### config.mk
export PLATFORM = sky130hd
export DESIGN_NAME = scp_safe_pos2_bank
export DESIGN_NICKNAME = d
export VERILOG_FILES = /design/src/design/scp_crc_byte.v /design/src/design/scp_safe_pos2_bank.v
export VERILOG_INCLUDE_DIRS = /design/src /design/src/common
export SDC_FILE = /design/constraint.sdc
export NUM_CORES = 1
export LEC_CHECK = 0
export BUFFER_PORTS_ARGS = -buffer_cell sky130_fd_sc_hd__buf_2
export CAP_MARGIN = 5
export CORE_ASPECT_RATIO = 1.4
export CORE_MARGIN = 5
export CORE_UTILIZATION = 25
export CTS_BUF_LIST = sky130_fd_sc_hd__clkbuf_8
export DETAILED_ROUTE_END_ITERATION = 8
export PLACE_DENSITY = 0.4
export SKIP_LAST_GASP = 1
export SYNTH_ARGS = -nofsm -noshare
export SYNTH_HDL_FRONTEND = slang
export SYNTH_SLANG_ARGS = --single-unit
### constraint.sdc
create_clock -name sys_clk_i -period 4.93 [get_ports sys_clk_i]
set_input_delay 0.986 -clock sys_clk_i [delete_from_list [all_inputs] [get_ports sys_clk_i]]
set_output_delay 0.986 -clock sys_clk_i [all_outputs]
set_load 0.01 [all_outputs]
### src/common/scp_consts.vh
/*
 Constants for the secondary safe-channel position bank: register offsets,
 status byte layout, checksum parameters and the remote window limits.
 Assumes inclusion by bare name from the design files.
*/
`ifndef SCP_CONSTS_VH
`define SCP_CONSTS_VH

// ============================================================
// Register offsets of the secondary channel bank
`define SCP_OFS_STATE 7'h18
`define SCP_OFS_POS4 7'h19
`define SCP_OFS_POS3 7'h1a
`define SCP_OFS_POS2 7'h1b
`define SCP_OFS_POS1 7'h1c
`define SCP_OFS_POS0 7'h1d
`define SCP_OFS_CRC_HI 7'h1e
`define SCP_OFS_CRC_LO 7'h1f

// ============================================================
// Reset values
`define SCP_RST_BYTE 8'h00
`define SCP_RST_POS 40'h00_0000_0000
`define SCP_RST_CRC 16'h0000

// ============================================================
// Channel state byte fields
`define SCP_BIT_TOGGLE 7
`define SCP_BIT_TESTED 6
`define SCP_BIT_FAULT 5
`define SCP_FIX_MSB 4
`define SCP_FIX_LSB 0
`define SCP_FIX_PATTERN 5'h1c

// ============================================================
// Checksum: reversed-reciprocal C86C is normal form 90D9
`define SCP_CRC_POLY 16'h90d9
`define SCP_CRC_INIT 16'h0000
`define SCP_CRC_XOR 16'h00ff
`define SCP_CRC_BYTES 3'h6
`define SCP_CRC_LAST 3'h5

// ============================================================
// Remote encoder window and its local mirror status bytes
`define SCP_RMT_LO 7'h40
`define SCP_RMT_HI 7'h7f
`define SCP_MIR_LO 7'h60
`define SCP_MIR_HI 7'h67

// ============================================================
// Host interface codes
`define SCP_IF_DRIVE 2'h0
`define SCP_IF_SAFE1 2'h1
`define SCP_IF_SAFE2 2'h2

`endif

### src/design/scp_crc_byte.v
/*
 One byte step of the 16-bit checksum, most significant bit first,
 no reflection of data or remainder.
 Assumes the caller holds the running remainder in a register.
*/
`timescale 1ns/1ps

module scp_crc_byte #(
    parameter [15:0] POLY = 16'h90d9
) (
    // Running remainder and next byte
    input wire [15:0] crc_i,
    input wire [7:0] data_i,
    // Updated remainder
    output reg [15:0] crc_o
);

    integer i;
    reg fb;

    // ============================================================
    // Shift eight bits, MSB first
    always @* begin
        crc_o = crc_i;
        fb = 1'b0;
        for (i = 7; i >= 0; i = i - 1) begin
            fb = crc_o[15] ^ data_i[i];
            crc_o = {crc_o[14:0], 1'b0};
            if (fb) begin
                crc_o = crc_o ^ POLY;
            end
        end
    end

endmodule // scp_crc_byte

### src/design/scp_safe_pos2_bank.v
/*
 Secondary safe-channel position bank: takes each frame offered while idle, checks
 its checksum byte by byte, then commits state, position and checksum
 registers together. Also gates host access to the remote encoder window.
 Assumes frames and host requests are synchronous to sys_clk_i, and that
 a short-message engine outside serves forwarded remote accesses.
*/
`timescale 1ns/1ps
`include "scp_consts.vh"

// Overview of operation
// - Forty-bit position over five byte registers
// - Position stored as bitwise complement
// - Position and checksum registers read-only, reset zero
// - CRC16 poly C86C reversed, init zero, xor 00FF
// - No reflection of data or remainder
// - Feed state byte, then position MSB down
// - Checksum high at 1Eh, low at 1Fh
// - Device verifies received checksum itself
// - Remote registers mirrored at 40h to 7Fh
// - Remote via safe1 only; mirror status via drive
// - State byte: toggle, tested, fault, fixed pattern
module scp_safe_pos2_bank (
    // Clock and reset
    input wire sys_clk_i,
    input wire rstn_i,
    // Received frame from the link
    input wire frame_valid_i,
    input wire [7:0] frame_state_i,
    input wire [39:0] frame_abs_pos_i,
    input wire [15:0] frame_crc_i,
    output wire frame_busy_o,
    // Frame results
    output reg frame_done_o,
    output reg crc_fault_o,
    output reg pattern_fault_o,
    output reg toggle_fault_o,
    // Register read port
    input wire rd_i,
    input wire [6:0] rd_addr_i,
    output reg rd_valid_o,
    output reg [7:0] rd_data_o,
    // Host access to the remote window
    input wire rmt_req_i,
    input wire [1:0] rmt_if_i,
    input wire [6:0] rmt_addr_i,
    input wire rmt_wr_i,
    input wire [7:0] rmt_wdata_i,
    output reg rmt_ack_o,
    output reg rmt_refuse_o,
    output reg [7:0] rmt_rdata_o,
    // Forward to the short-message engine
    output reg sm_req_o,
    output reg sm_local_o,
    output reg [6:0] sm_addr_o,
    output reg sm_wr_o,
    output reg [7:0] sm_wdata_o,
    input wire sm_done_i,
    input wire [7:0] sm_rdata_i
);

    // ============================================================
    // Frame checker states
    localparam [2:0] ST_IDLE = 3'b001;
    localparam [2:0] ST_CALC = 3'b010;
    localparam [2:0] ST_CMT = 3'b100;

    // ============================================================
    // Remote access states
    localparam [1:0] RM_IDLE = 2'b01;
    localparam [1:0] RM_WAIT = 2'b10;

    reg [2:0] st_q;
    reg [2:0] st_d;
    reg [2:0] idx_q;
    reg [15:0] crc_q;
    reg [7:0] sh_state_q;
    reg [39:0] sh_pos_q;
    reg [15:0] sh_crc_q;
    reg [7:0] secondary_channel_state_q;
    reg [39:0] secondary_safe_position_q;
    reg [15:0] secondary_position_checksum_q;
    reg last_toggle_q;
    reg seen_frame_q;
    reg [1:0] rm_q;
    reg [7:0] crc_byte;
    wire [15:0] crc_next;
    wire [15:0] crc_final;
    wire in_rmt;
    wire in_mir;
    reg rmt_allowed;

    // ============================================================
    // Byte order into the checksum
    always @* begin
        case (idx_q)
            3'h0: crc_byte = sh_state_q;
            3'h1: crc_byte = sh_pos_q[39:32];
            3'h2: crc_byte = sh_pos_q[31:24];
            3'h3: crc_byte = sh_pos_q[23:16];
            3'h4: crc_byte = sh_pos_q[15:8];
            default: crc_byte = sh_pos_q[7:0];
        endcase
    end

    // ============================================================
    // Checksum engine
    // One byte per cycle keeps the engine small; six cycles per frame
    scp_crc_byte #(
        .POLY(`SCP_CRC_POLY)
    ) u_crc (
        .crc_i(crc_q),
        .data_i(crc_byte),
        .crc_o(crc_next)
    );

    // Final XOR only on the compared value; the running remainder stays raw
    assign crc_final = crc_q ^ `SCP_CRC_XOR;

    // ============================================================
    // Frame handshake
    // A new frame arriving mid-check is dropped; the link repeats every eighth frame
    assign frame_busy_o = (st_q != ST_IDLE);

    // ============================================================
    // Frame checker sequencing
    always @* begin
        st_d = st_q;
        case (st_q)
            ST_IDLE: begin
                if (frame_valid_i) begin
                    st_d = ST_CALC;
                end
            end
            ST_CALC: begin
                if (idx_q == `SCP_CRC_LAST) begin
                    st_d = ST_CMT;
                end
            end
            ST_CMT: begin
                st_d = ST_IDLE;
            end
            default: begin
                st_d = ST_IDLE;
            end
        endcase
    end

    // ============================================================
    // Frame checker registers
    always @(posedge sys_clk_i) begin
        if (!rstn_i) begin
            st_q <= ST_IDLE;
            idx_q <= 3'h0;
            crc_q <= `SCP_CRC_INIT;
            sh_state_q <= `SCP_RST_BYTE;
            sh_pos_q <= `SCP_RST_POS;
            sh_crc_q <= `SCP_RST_CRC;
            secondary_channel_state_q <= `SCP_RST_BYTE;
            secondary_safe_position_q <= `SCP_RST_POS;
            secondary_position_checksum_q <= `SCP_RST_CRC;
            last_toggle_q <= 1'b0;
            seen_frame_q <= 1'b0;
            frame_done_o <= 1'b0;
            crc_fault_o <= 1'b0;
            pattern_fault_o <= 1'b0;
            toggle_fault_o <= 1'b0;
        end else begin
            st_q <= st_d;
            frame_done_o <= 1'b0;
            case (st_q)
                ST_IDLE: begin
                    if (frame_valid_i) begin
                        sh_state_q <= frame_state_i;
                        // Complemented on capture so the checksum runs over stored bytes
                        sh_pos_q <= ~frame_abs_pos_i;
                        sh_crc_q <= frame_crc_i;
                        crc_q <= `SCP_CRC_INIT;
                        idx_q <= 3'h0;
                    end
                end
                ST_CALC: begin
                    crc_q <= crc_next;
                    idx_q <= idx_q + 3'h1;
                end
                ST_CMT: begin
                    // All registers move in one edge so a read never mixes frames
                    secondary_channel_state_q <= sh_state_q;
                    secondary_safe_position_q <= sh_pos_q;
                    secondary_position_checksum_q <= sh_crc_q;
                    crc_fault_o <= (crc_final != sh_crc_q);
                    pattern_fault_o <=
                        (sh_state_q[`SCP_FIX_MSB:`SCP_FIX_LSB] != `SCP_FIX_PATTERN);
                    toggle_fault_o <= seen_frame_q &&
                        (sh_state_q[`SCP_BIT_TOGGLE] == last_toggle_q);
                    last_toggle_q <= sh_state_q[`SCP_BIT_TOGGLE];
                    seen_frame_q <= 1'b1;
                    frame_done_o <= 1'b1;
                end
                default: begin
                    idx_q <= 3'h0;
                end
            endcase
        end
    end

    // ============================================================
    // Read-only register decode; writes have no path into the bank
    always @(posedge sys_clk_i) begin
        if (!rstn_i) begin
            rd_valid_o <= 1'b0;
            rd_data_o <= `SCP_RST_BYTE;
        end else begin
            rd_valid_o <= rd_i;
            if (!rd_i) begin
                rd_data_o <= rd_data_o;
            end else if (rd_addr_i == `SCP_OFS_STATE) begin
                rd_data_o <= secondary_channel_state_q;
            end else if (rd_addr_i == `SCP_OFS_POS4) begin
                rd_data_o <= secondary_safe_position_q[39:32];
            end else if (rd_addr_i == `SCP_OFS_POS3) begin
                rd_data_o <= secondary_safe_position_q[31:24];
            end else if (rd_addr_i == `SCP_OFS_POS2) begin
                rd_data_o <= secondary_safe_position_q[23:16];
            end else if (rd_addr_i == `SCP_OFS_POS1) begin
                rd_data_o <= secondary_safe_position_q[15:8];
            end else if (rd_addr_i == `SCP_OFS_POS0) begin
                rd_data_o <= secondary_safe_position_q[7:0];
            end else if (rd_addr_i == `SCP_OFS_CRC_HI) begin
                rd_data_o <= secondary_position_checksum_q[15:8];
            end else if (rd_addr_i == `SCP_OFS_CRC_LO) begin
                rd_data_o <= secondary_position_checksum_q[7:0];
            end else begin
                rd_data_o <= `SCP_RST_BYTE;
            end
        end
    end

    // ============================================================
    // Remote window access gating
    assign in_rmt = (rmt_addr_i >= `SCP_RMT_LO) && (rmt_addr_i <= `SCP_RMT_HI);
    assign in_mir = (rmt_addr_i >= `SCP_MIR_LO) && (rmt_addr_i <= `SCP_MIR_HI);

    // Mirror bytes are local copies, so only the drive side may touch them
    always @* begin
        if (!in_rmt) begin
            rmt_allowed = 1'b0;
        end else if (in_mir) begin
            rmt_allowed = (rmt_if_i == `SCP_IF_DRIVE);
        end else begin
            rmt_allowed = (rmt_if_i == `SCP_IF_SAFE1);
        end
    end

    // ============================================================
    // Remote access sequencing
    always @(posedge sys_clk_i) begin
        if (!rstn_i) begin
            rm_q <= RM_IDLE;
            rmt_ack_o <= 1'b0;
            rmt_refuse_o <= 1'b0;
            rmt_rdata_o <= `SCP_RST_BYTE;
            sm_req_o <= 1'b0;
            sm_local_o <= 1'b0;
            sm_addr_o <= 7'h00;
            sm_wr_o <= 1'b0;
            sm_wdata_o <= `SCP_RST_BYTE;
        end else begin
            rmt_ack_o <= 1'b0;
            rmt_refuse_o <= 1'b0;
            sm_req_o <= 1'b0;
            case (rm_q)
                RM_IDLE: begin
                    if (rmt_req_i && rmt_allowed) begin
                        sm_req_o <= 1'b1;
                        sm_local_o <= in_mir;
                        sm_addr_o <= rmt_addr_i;
                        sm_wr_o <= rmt_wr_i;
                        sm_wdata_o <= rmt_wdata_i;
                        rm_q <= RM_WAIT;
                    end else if (rmt_req_i) begin
                        rmt_refuse_o <= 1'b1;
                    end
                end
                RM_WAIT: begin
                    // Only one remote byte may be outstanding at a time
                    if (rmt_req_i) begin
                        rmt_refuse_o <= 1'b1;
                    end
                    if (sm_done_i) begin
                        rmt_ack_o <= 1'b1;
                        rmt_rdata_o <= sm_rdata_i;
                        rm_q <= RM_IDLE;
                    end
                end
                default: begin
                    rm_q <= RM_IDLE;
                end
            endcase
        end
    end

endmodule // scp_safe_pos2_bank

==> impl_metrics.tcl, run 1 <==
set metrics [dict create \
    port_buffers 144 \
    n_antenna_cell 0 \
    grt_pass1_vias 6750 \
    synth_most_common_cell "nand2_1" \
    yosysSeqAreaShare_pct 47.25 \
    die_y_um 224.6 \
    routedWlPerCell_um 17.86 \
    crit_arrival_ns 3.75 \
    post-route-period-util_pct 67.94 \
    swShare_pct 28.27 \
    antenna_found_initial 0 \
    place_congestion 0.7973 \
    rrSetupSlack_ns 1.58 \
    hp-start "sm_addr_o[6]" \
    drt-total-wl_um 26350 \
    avgSynthCellArea_um2 8.955 \
    critPathMaxFanout 9 \
    min-delay-path-class "flop to flop" \
    grt_util_all_layers_pct 14.49 \
    r2r_end "crc_q[0]" \
    synth_cell_type_count 47 \
    nFillCells 3493 \
    ys_async_sr_fraction_pct 0 \
    overflow 0 \
    clockPowerShare_pct 31.2 \
    min_path_cells 2 \
    intPower_mw 2.210 \
    die-area_mm2 0.03666 \
    core_area_mm2 0.03250 \
    reg2reg_from "idx_q[0]" \
    cts_tree "built" \
    syn_area_mm2 0.008220 \
    dp_hpwl_um 19300 \
    post_cts_resize_count 0 \
    hold_viol_final 0 \
    yosysTopAreaCell "dfxtp_1" \
    cts-htree-levels 4 \
    fmax_mhz 298.6 \
    p_comb_share_pct 13.7 \
    vdd_ir_drop_max_uv 134.8 \
    r2r_cells 10 \
    finalClockSkew_ns 0.01819 \
    status "finished, final reports clean" \
    synth_seq_cells 194 \
    cts_root_buf "clkbuf_8" \
    synth_cells 918 \
    die_w_um 163.3 \
    rows 78 \
    worst_skew_pair.late_latency_ns 0.50 \
    drv_slew 0 \
    drt-pass1-iter-count 4 \
    nNetsFinal 1133 \
    sequentialPowerShare_pct 55.1 \
    cts_buffers 17 \
    synthTopCellsByCount "210 x nand2_1, 194 x dfxtp_1, 112 x a21oi_1" \
    vias_per_cell 4.503 \
    post-route-util_pct 29.65 \
    clkTransAtPathRegs_ns 0.10 \
    worstMarginPinSlew_ns 1.082 \
    vias 6642 \
    synth_top_area_share_pct 47.25 \
    clock_path_buffers 2 \
    start_util_pct 25.29 \
    postRouteAntennaNets 0 \
    final_cell_area_mm2 0.009634 \
    ys_top_cells_by_area "dfxtp_1 47%, nand2_1 9.6%, a21oi_1 6.8%" \
    cellLeakagePower_nw 3.802 \
    dpl-instance-area_mm2 0.009298 \
    relSlewSlack_pct 27.66 \
    critPathLaunchType "flop" \
    synth_warnings 0 \
    min_period_ns 3.350 \
    setup_viol 0 \
    synth_edf_count 0 \
    p_sw_mw 0.8708 \
    drive_gt1_share_pct 20.48 \
    cp.required_ns 5.33 \
    num_io_pins 145 \
    synthFlopType "dfxtp_1" \
    grt_pass1_wl_um 40190 \
    drt_iter0_drc 342 \
    crit_path_end_kind "flop" \
    synth_nets 1028 \
    max_cap_viol_count 0 \
    rsz0062_at_grt "no" \
    hold_path_end "sm_addr_o[6]" \
    post-cts-setup-buffer-count 0 \
    grt_max_degree 93 \
    fin_setup_tns_ns 0 \
    hold_buffers 0 \
    powerDensity_mw_per_mm2 319.8 \
    area_growth_pct 17.20 \
    cts.sinks 194 \
    worstSetupPathType "flop to flop" \
    drc 0 \
]
==> how the worst max path moves through the flow <==
stage | from | to | slack, ns | cells past startpoint
floorplan | idx_q[2] | crc_q[0] | 1.81 | 14
CTS | idx_q[0] | crc_q[0] | 1.57 | 10
detailed placement | idx_q[0] | crc_q[0] | 1.60 | 10
global route | idx_q[2] | crc_q[0] | 1.37 | 11
global placement | idx_q[0] | crc_q[0] | 1.65 | 10
finish | idx_q[0] | crc_q[0] | 1.58 | 10
==> sequential cells by signal, indices dropped and copies added (netlist names), 3 cells and up <==
name                           cells
secondary_safe_position_q         40
sh_pos_q                          40
crc_q                             16
secondary_position_checksum_q     16
sh_crc_q                          16
rd_data_o                          8
rmt_rdata_o                        8
secondary_channel_state_q          8
sh_state_q                         8
sm_wdata_o                         8
sm_addr_o                          7
idx_q                              3
st_q                               3
==> power groups by stage <==
stage | sequential (mW) | combinational, mW | clock [mW]
floorplan | 1.69 | 0.311 | 0
finish | 1.70 | 0.423 | 0.960
detailed placement | 1.74 | 0.430 | 0
CTS | 1.70 | 0.432 | 1.02
global placement | 1.74 | 0.427 | 0
global route | 1.70 | 0.468 | 1.07
==> layout make-up <==
type | instances | area (µm²) | area share, %
Clock buffer | 17 | 234.0 | 2.429
Clock inverter | 14 | 102.6 | 1.065
Inverter | 10 | 40.04 | 0.4156
Multi-Input combinational cell | 649 | 4038 | 41.91
Sequential cell | 194 | 3884 | 40.31
Tap cell | 440 | 550.5 | 5.714
Timing Repair Buffer | 151 | 785.8 | 8.156
==> stage by stage <==
step	instances	worst slack, ns	hold WS [ns]	power, mW
finish	1475	1.581	0.4544	3.081
floorplan	918	1.807	0.4331	2.002
global route	1475	1.369	0.4702	3.241
CTS	1475	1.568	0.4591	3.147
global placement	1444	1.647	0.4342	2.166
detailed placement	1444	1.602	0.4452	2.165
==> critical path: stages, from the launching register on <==
cell     delay, ns
dfxtp_1       0.34
inv_1         0.12
ha_1          0.42
nor2_4        0.08
o21ai_4       0.32
mux2i_1       0.36
xor2_2        0.29
xnor3_1       0.50
xor2_1        0.37
xnor3_1       0.28
a22o_1        0.18
==> logic make-up (layout without fill, tap and decap cells) <==
family | after synthesis | in the layout | synth area share [%]
AOI/OAI and AO/OA | 194 | 194 | 14.22
xor gates and xnor gates | 55 | 55 | 8.097
adders and majority gates | 7 | 7 | 1.065
buffers and inverters | 75 | 192 | 3.805
DFF | 194 | 194 | 47.24
muxes | 50 | 50 | 8.539
and+or+nand+nor | 343 | 343 | 17.03
==> routing by layer <==
layer | routed length (µm) | vias up | share of wire, % | global-route usage (%)
met5 | 0 | - | 0 | 0
met4 | 495 | 0 | 1.9 | 4.683
met3 | 1141 | 25 | 4.3 | 2.713
met2 | 13530 | 146 | 51 | 25.79
met1 | 11190 | 3145 | 42 | 17.57
li1 | - | 3326 | - | -
==> cells in the final DEF (no fill, tap or decap), types with 7 or more instances in the layout <==
cell type and instances:
nand2_1 209, dfxtp_1 194, buf_2 144, a21oi_1 112, nor2_1 90, a211oi_1 41, mux2i_1 33, xnor2_1 23
nand3_1 19, clkbuf_8 17, xor2_1 16, mux4_2 16, inv_1 12, a22oi_1 11, o21ai_0 10, nand3b_1 8
ha_1 7
(Power assumes the default switching activity.)
==> run 2, diff against run 1 <==
--- a/config.mk
+++ b/config.mk
@@ -13,7 +13,7 @@
 export CORE_UTILIZATION = 25
 export CTS_BUF_LIST = sky130_fd_sc_hd__clkbuf_8
 export DETAILED_ROUTE_END_ITERATION = 8
-export PLACE_DENSITY = 0.4
+export PLACE_DENSITY = 0.41
 export SKIP_LAST_GASP = 1
 export SYNTH_ARGS = -nofsm -noshare
 export SYNTH_HDL_FRONTEND = slang
==> constraint.sdc (replaced) <==
create_clock -name sys_clk_i -period 2.72 [get_ports sys_clk_i]
set_input_delay 0.544 -clock sys_clk_i [delete_from_list [all_inputs] [get_ports sys_clk_i]]
set_output_delay 0.544 -clock sys_clk_i [all_outputs]
set_load 0.01 [all_outputs]
==> impl_metrics.tcl, run 2 (synthesis results as in run 1) <==
set metrics [dict create \
    cpPeakStageDelay_ns 0.38 \
    rows 78 \
    cts_root_buf "clkbuf_8" \
    drv_slew 0 \
    grt_util_all_layers_pct 15.57 \
    dp.cells 1497 \
    clock_path_buffers 2 \
    vdd_ir_drop_max_uv 254.5 \
    hold_buffers 0 \
    swShare_pct 29.38 \
    drt-total-wl_um 28460 \
    worst_skew_pair.late_latency_ns 0.51 \
    p_sw_mw 1.755 \
    crit_chain "inv_2, ha_4, nor2_4, o21ai_4, buf_4, mux2i_1, xor2_1, xnor2_2, buf_4, xor2_2, buf_4, xnor3_1, o21ai_1" \
    critPathLaunchType "flop" \
    antenna_found_initial 1 \
    die-area_mm2 0.03666 \
    finalClockSkew_ns 0.02575 \
    top_regs "secondary_safe_position_q: 40 flops, sh_pos_q: 40 flops" \
    overflow 0 \
    p_comb_share_pct 16.3 \
    drt-pass1-iter-count 6 \
    rrSetupSlack_ns -0.003 \
    powerDensity_mw_per_mm2 575.7 \
    sequentialPowerShare_pct 51.2 \
    cts_tree "built" \
    dp_hpwl_um 21460 \
    layout_common_cells "209 x nand2_1, 192 x dfxtp_1, 144 x buf_2" \
    crit_path_end_kind "flop" \
    critPathMaxFanout 6 \
    cellLeakagePower_nw 4.118 \
    worstMarginPinSlew_ns 0.7088 \
    drc 0 \
    area_growth_pct 26.23 \
    drive_gt1_share_pct 27.57 \
    rsz0062_at_grt "yes" \
    nFillCells 3479 \
    pre_cts_ws_ns -0.1537 \
    cts.sinks 194 \
    r2r_cells 13 \
    cts_buffers 17 \
    setup_viol 1 \
    routedWlPerCell_um 18.48 \
    hold_viol_final 0 \
    min_period_ns 2.723 \
    critPathSlowestCell "dfxtp_4" \
    drt_iter0_drc 416 \
    crit_arrival_ns 3.17 \
    vias_per_cell 4.488 \
    clockPowerShare_pct 32.5 \
    max_cap_viol_count 0 \
    multi_input_area_mm2 0.004168 \
    intPower_mw 4.218 \
    grt_pass1_wl_um 42640 \
    post-route-period-util_pct 100.1 \
    register_area_mm2 0.003889 \
    cts-htree-levels 4 \
    core_area_mm2 0.03250 \
    layout_commonest_cell "nand2_1" \
    num_io_pins 145 \
    min_path_cells 2 \
    relSlewSlack_pct 52.58 \
    violations "setup timing" \
    hold_slack_ns 0.2053 \
    cpMostUsedCell "buf_4" \
    fmax_mhz 367.2 \
    nNetsFinal 1196 \
    grt_pass1_vias 6976 \
    postRouteAntennaNets 0 \
    vias 6912 \
    min-delay-path-class "input pin to flop" \
    port_buffers 144 \
    grt_max_degree 70 \
    worstSetupPathType "flop to flop" \
    place_congestion 0.8865 \
    clkTransAtPathRegs_ns 0.12 \
    start_util_pct 25.29 \
    cp.required_ns 3.17 \
    layout.cells.non_filler 1540 \
    die_w_um 163.3 \
    die_y_um 224.6 \
    setup_ws_ns -0.003204 \
    status "finished, violations left" \
]
-- run 2: area by class of cell --
| class | count | share of cell area, % |
|---|---|---|
| inverter | 10 | 0.3859 |
| sequential | 194 | 37.48 |
| antenna | 1 | 0.02412 |
| timing repair buffer | 214 | 12.84 |
| tap | 440 | 5.306 |
| clock inverter | 14 | 1.411 |
| multi-input combinational | 649 | 40.17 |
| clock buffer | 18 | 2.388 |
-- run 2: worst max-delay path, delay by kind of cell, from the launching register on --
kind | cells | cell delay [ns]
AOI/OAI and AO/OA | 2 | 0.40
xor gates and xnor gates | 4 | 0.81
adders and majority gates | 1 | 0.19
buffers and inverters | 4 | 0.64
DFF | 1 | 0.38
muxes | 1 | 0.22
and+or+nand+nor | 1 | 0.04
-- run 2: routing by layer --
layer | track usage [%] | wire [µm]
met5 | 0 | 0
met4 | 6.524 | 973
met3 | 3.373 | 1168
met2 | 28.83 | 15420
met1 | 17.01 | 10900
-- run 2: path summary, 6_finish.rpt --
kind / start / endpoint
worst max-delay path: idx_q[1] / crc_q[12]
worst min-delay path: frame_abs_pos_i[32] / sh_pos_q[32]
worst max register to register: idx_q[1] / crc_q[12]
worst min register to register: toggle_fault_o / toggle_fault_o
-- run 2: power groups by stage --
stage	registers, mW	logic, mW	clock network [mW]
finish	3.06	0.971	1.94
global route	3.07	1.07	2.15
CTS	3.06	0.948	2.03
detailed placement	3.13	0.928	0
global placement	3.13	0.925	0
floorplan	3.06	0.570	0
-- run 2: per-stage QoR --
step / area (µm²) / utilization, % / power [mW] / setup TNS (ns)
after floorplan: 8265 / - / 3.635 / -0.8122
after global placement: 9784 / 30.11 / 4.055 / -0.5733
after detailed placement: 9784 / 30.11 / 4.056 / -0.9277
after CTS: 10230 / 31.47 / 6.046 / -0.1463
after global routing: 10380 / 31.93 / 6.282 / -0.7628
final: 10380 / 31.93 / 5.973 / -0.003204
-- run 2: repair_timing --
| item | 4_1_cts | 5_1_grt |
|---|---|---|
| resized for setup | 9 | 19 |
| buffers inserted | 3 | 7 |
| setup endpoints to repair | 8 | 10 |
| hold endpoints to repair | 0 | 0 |
| pin swaps | 4 | 9 |
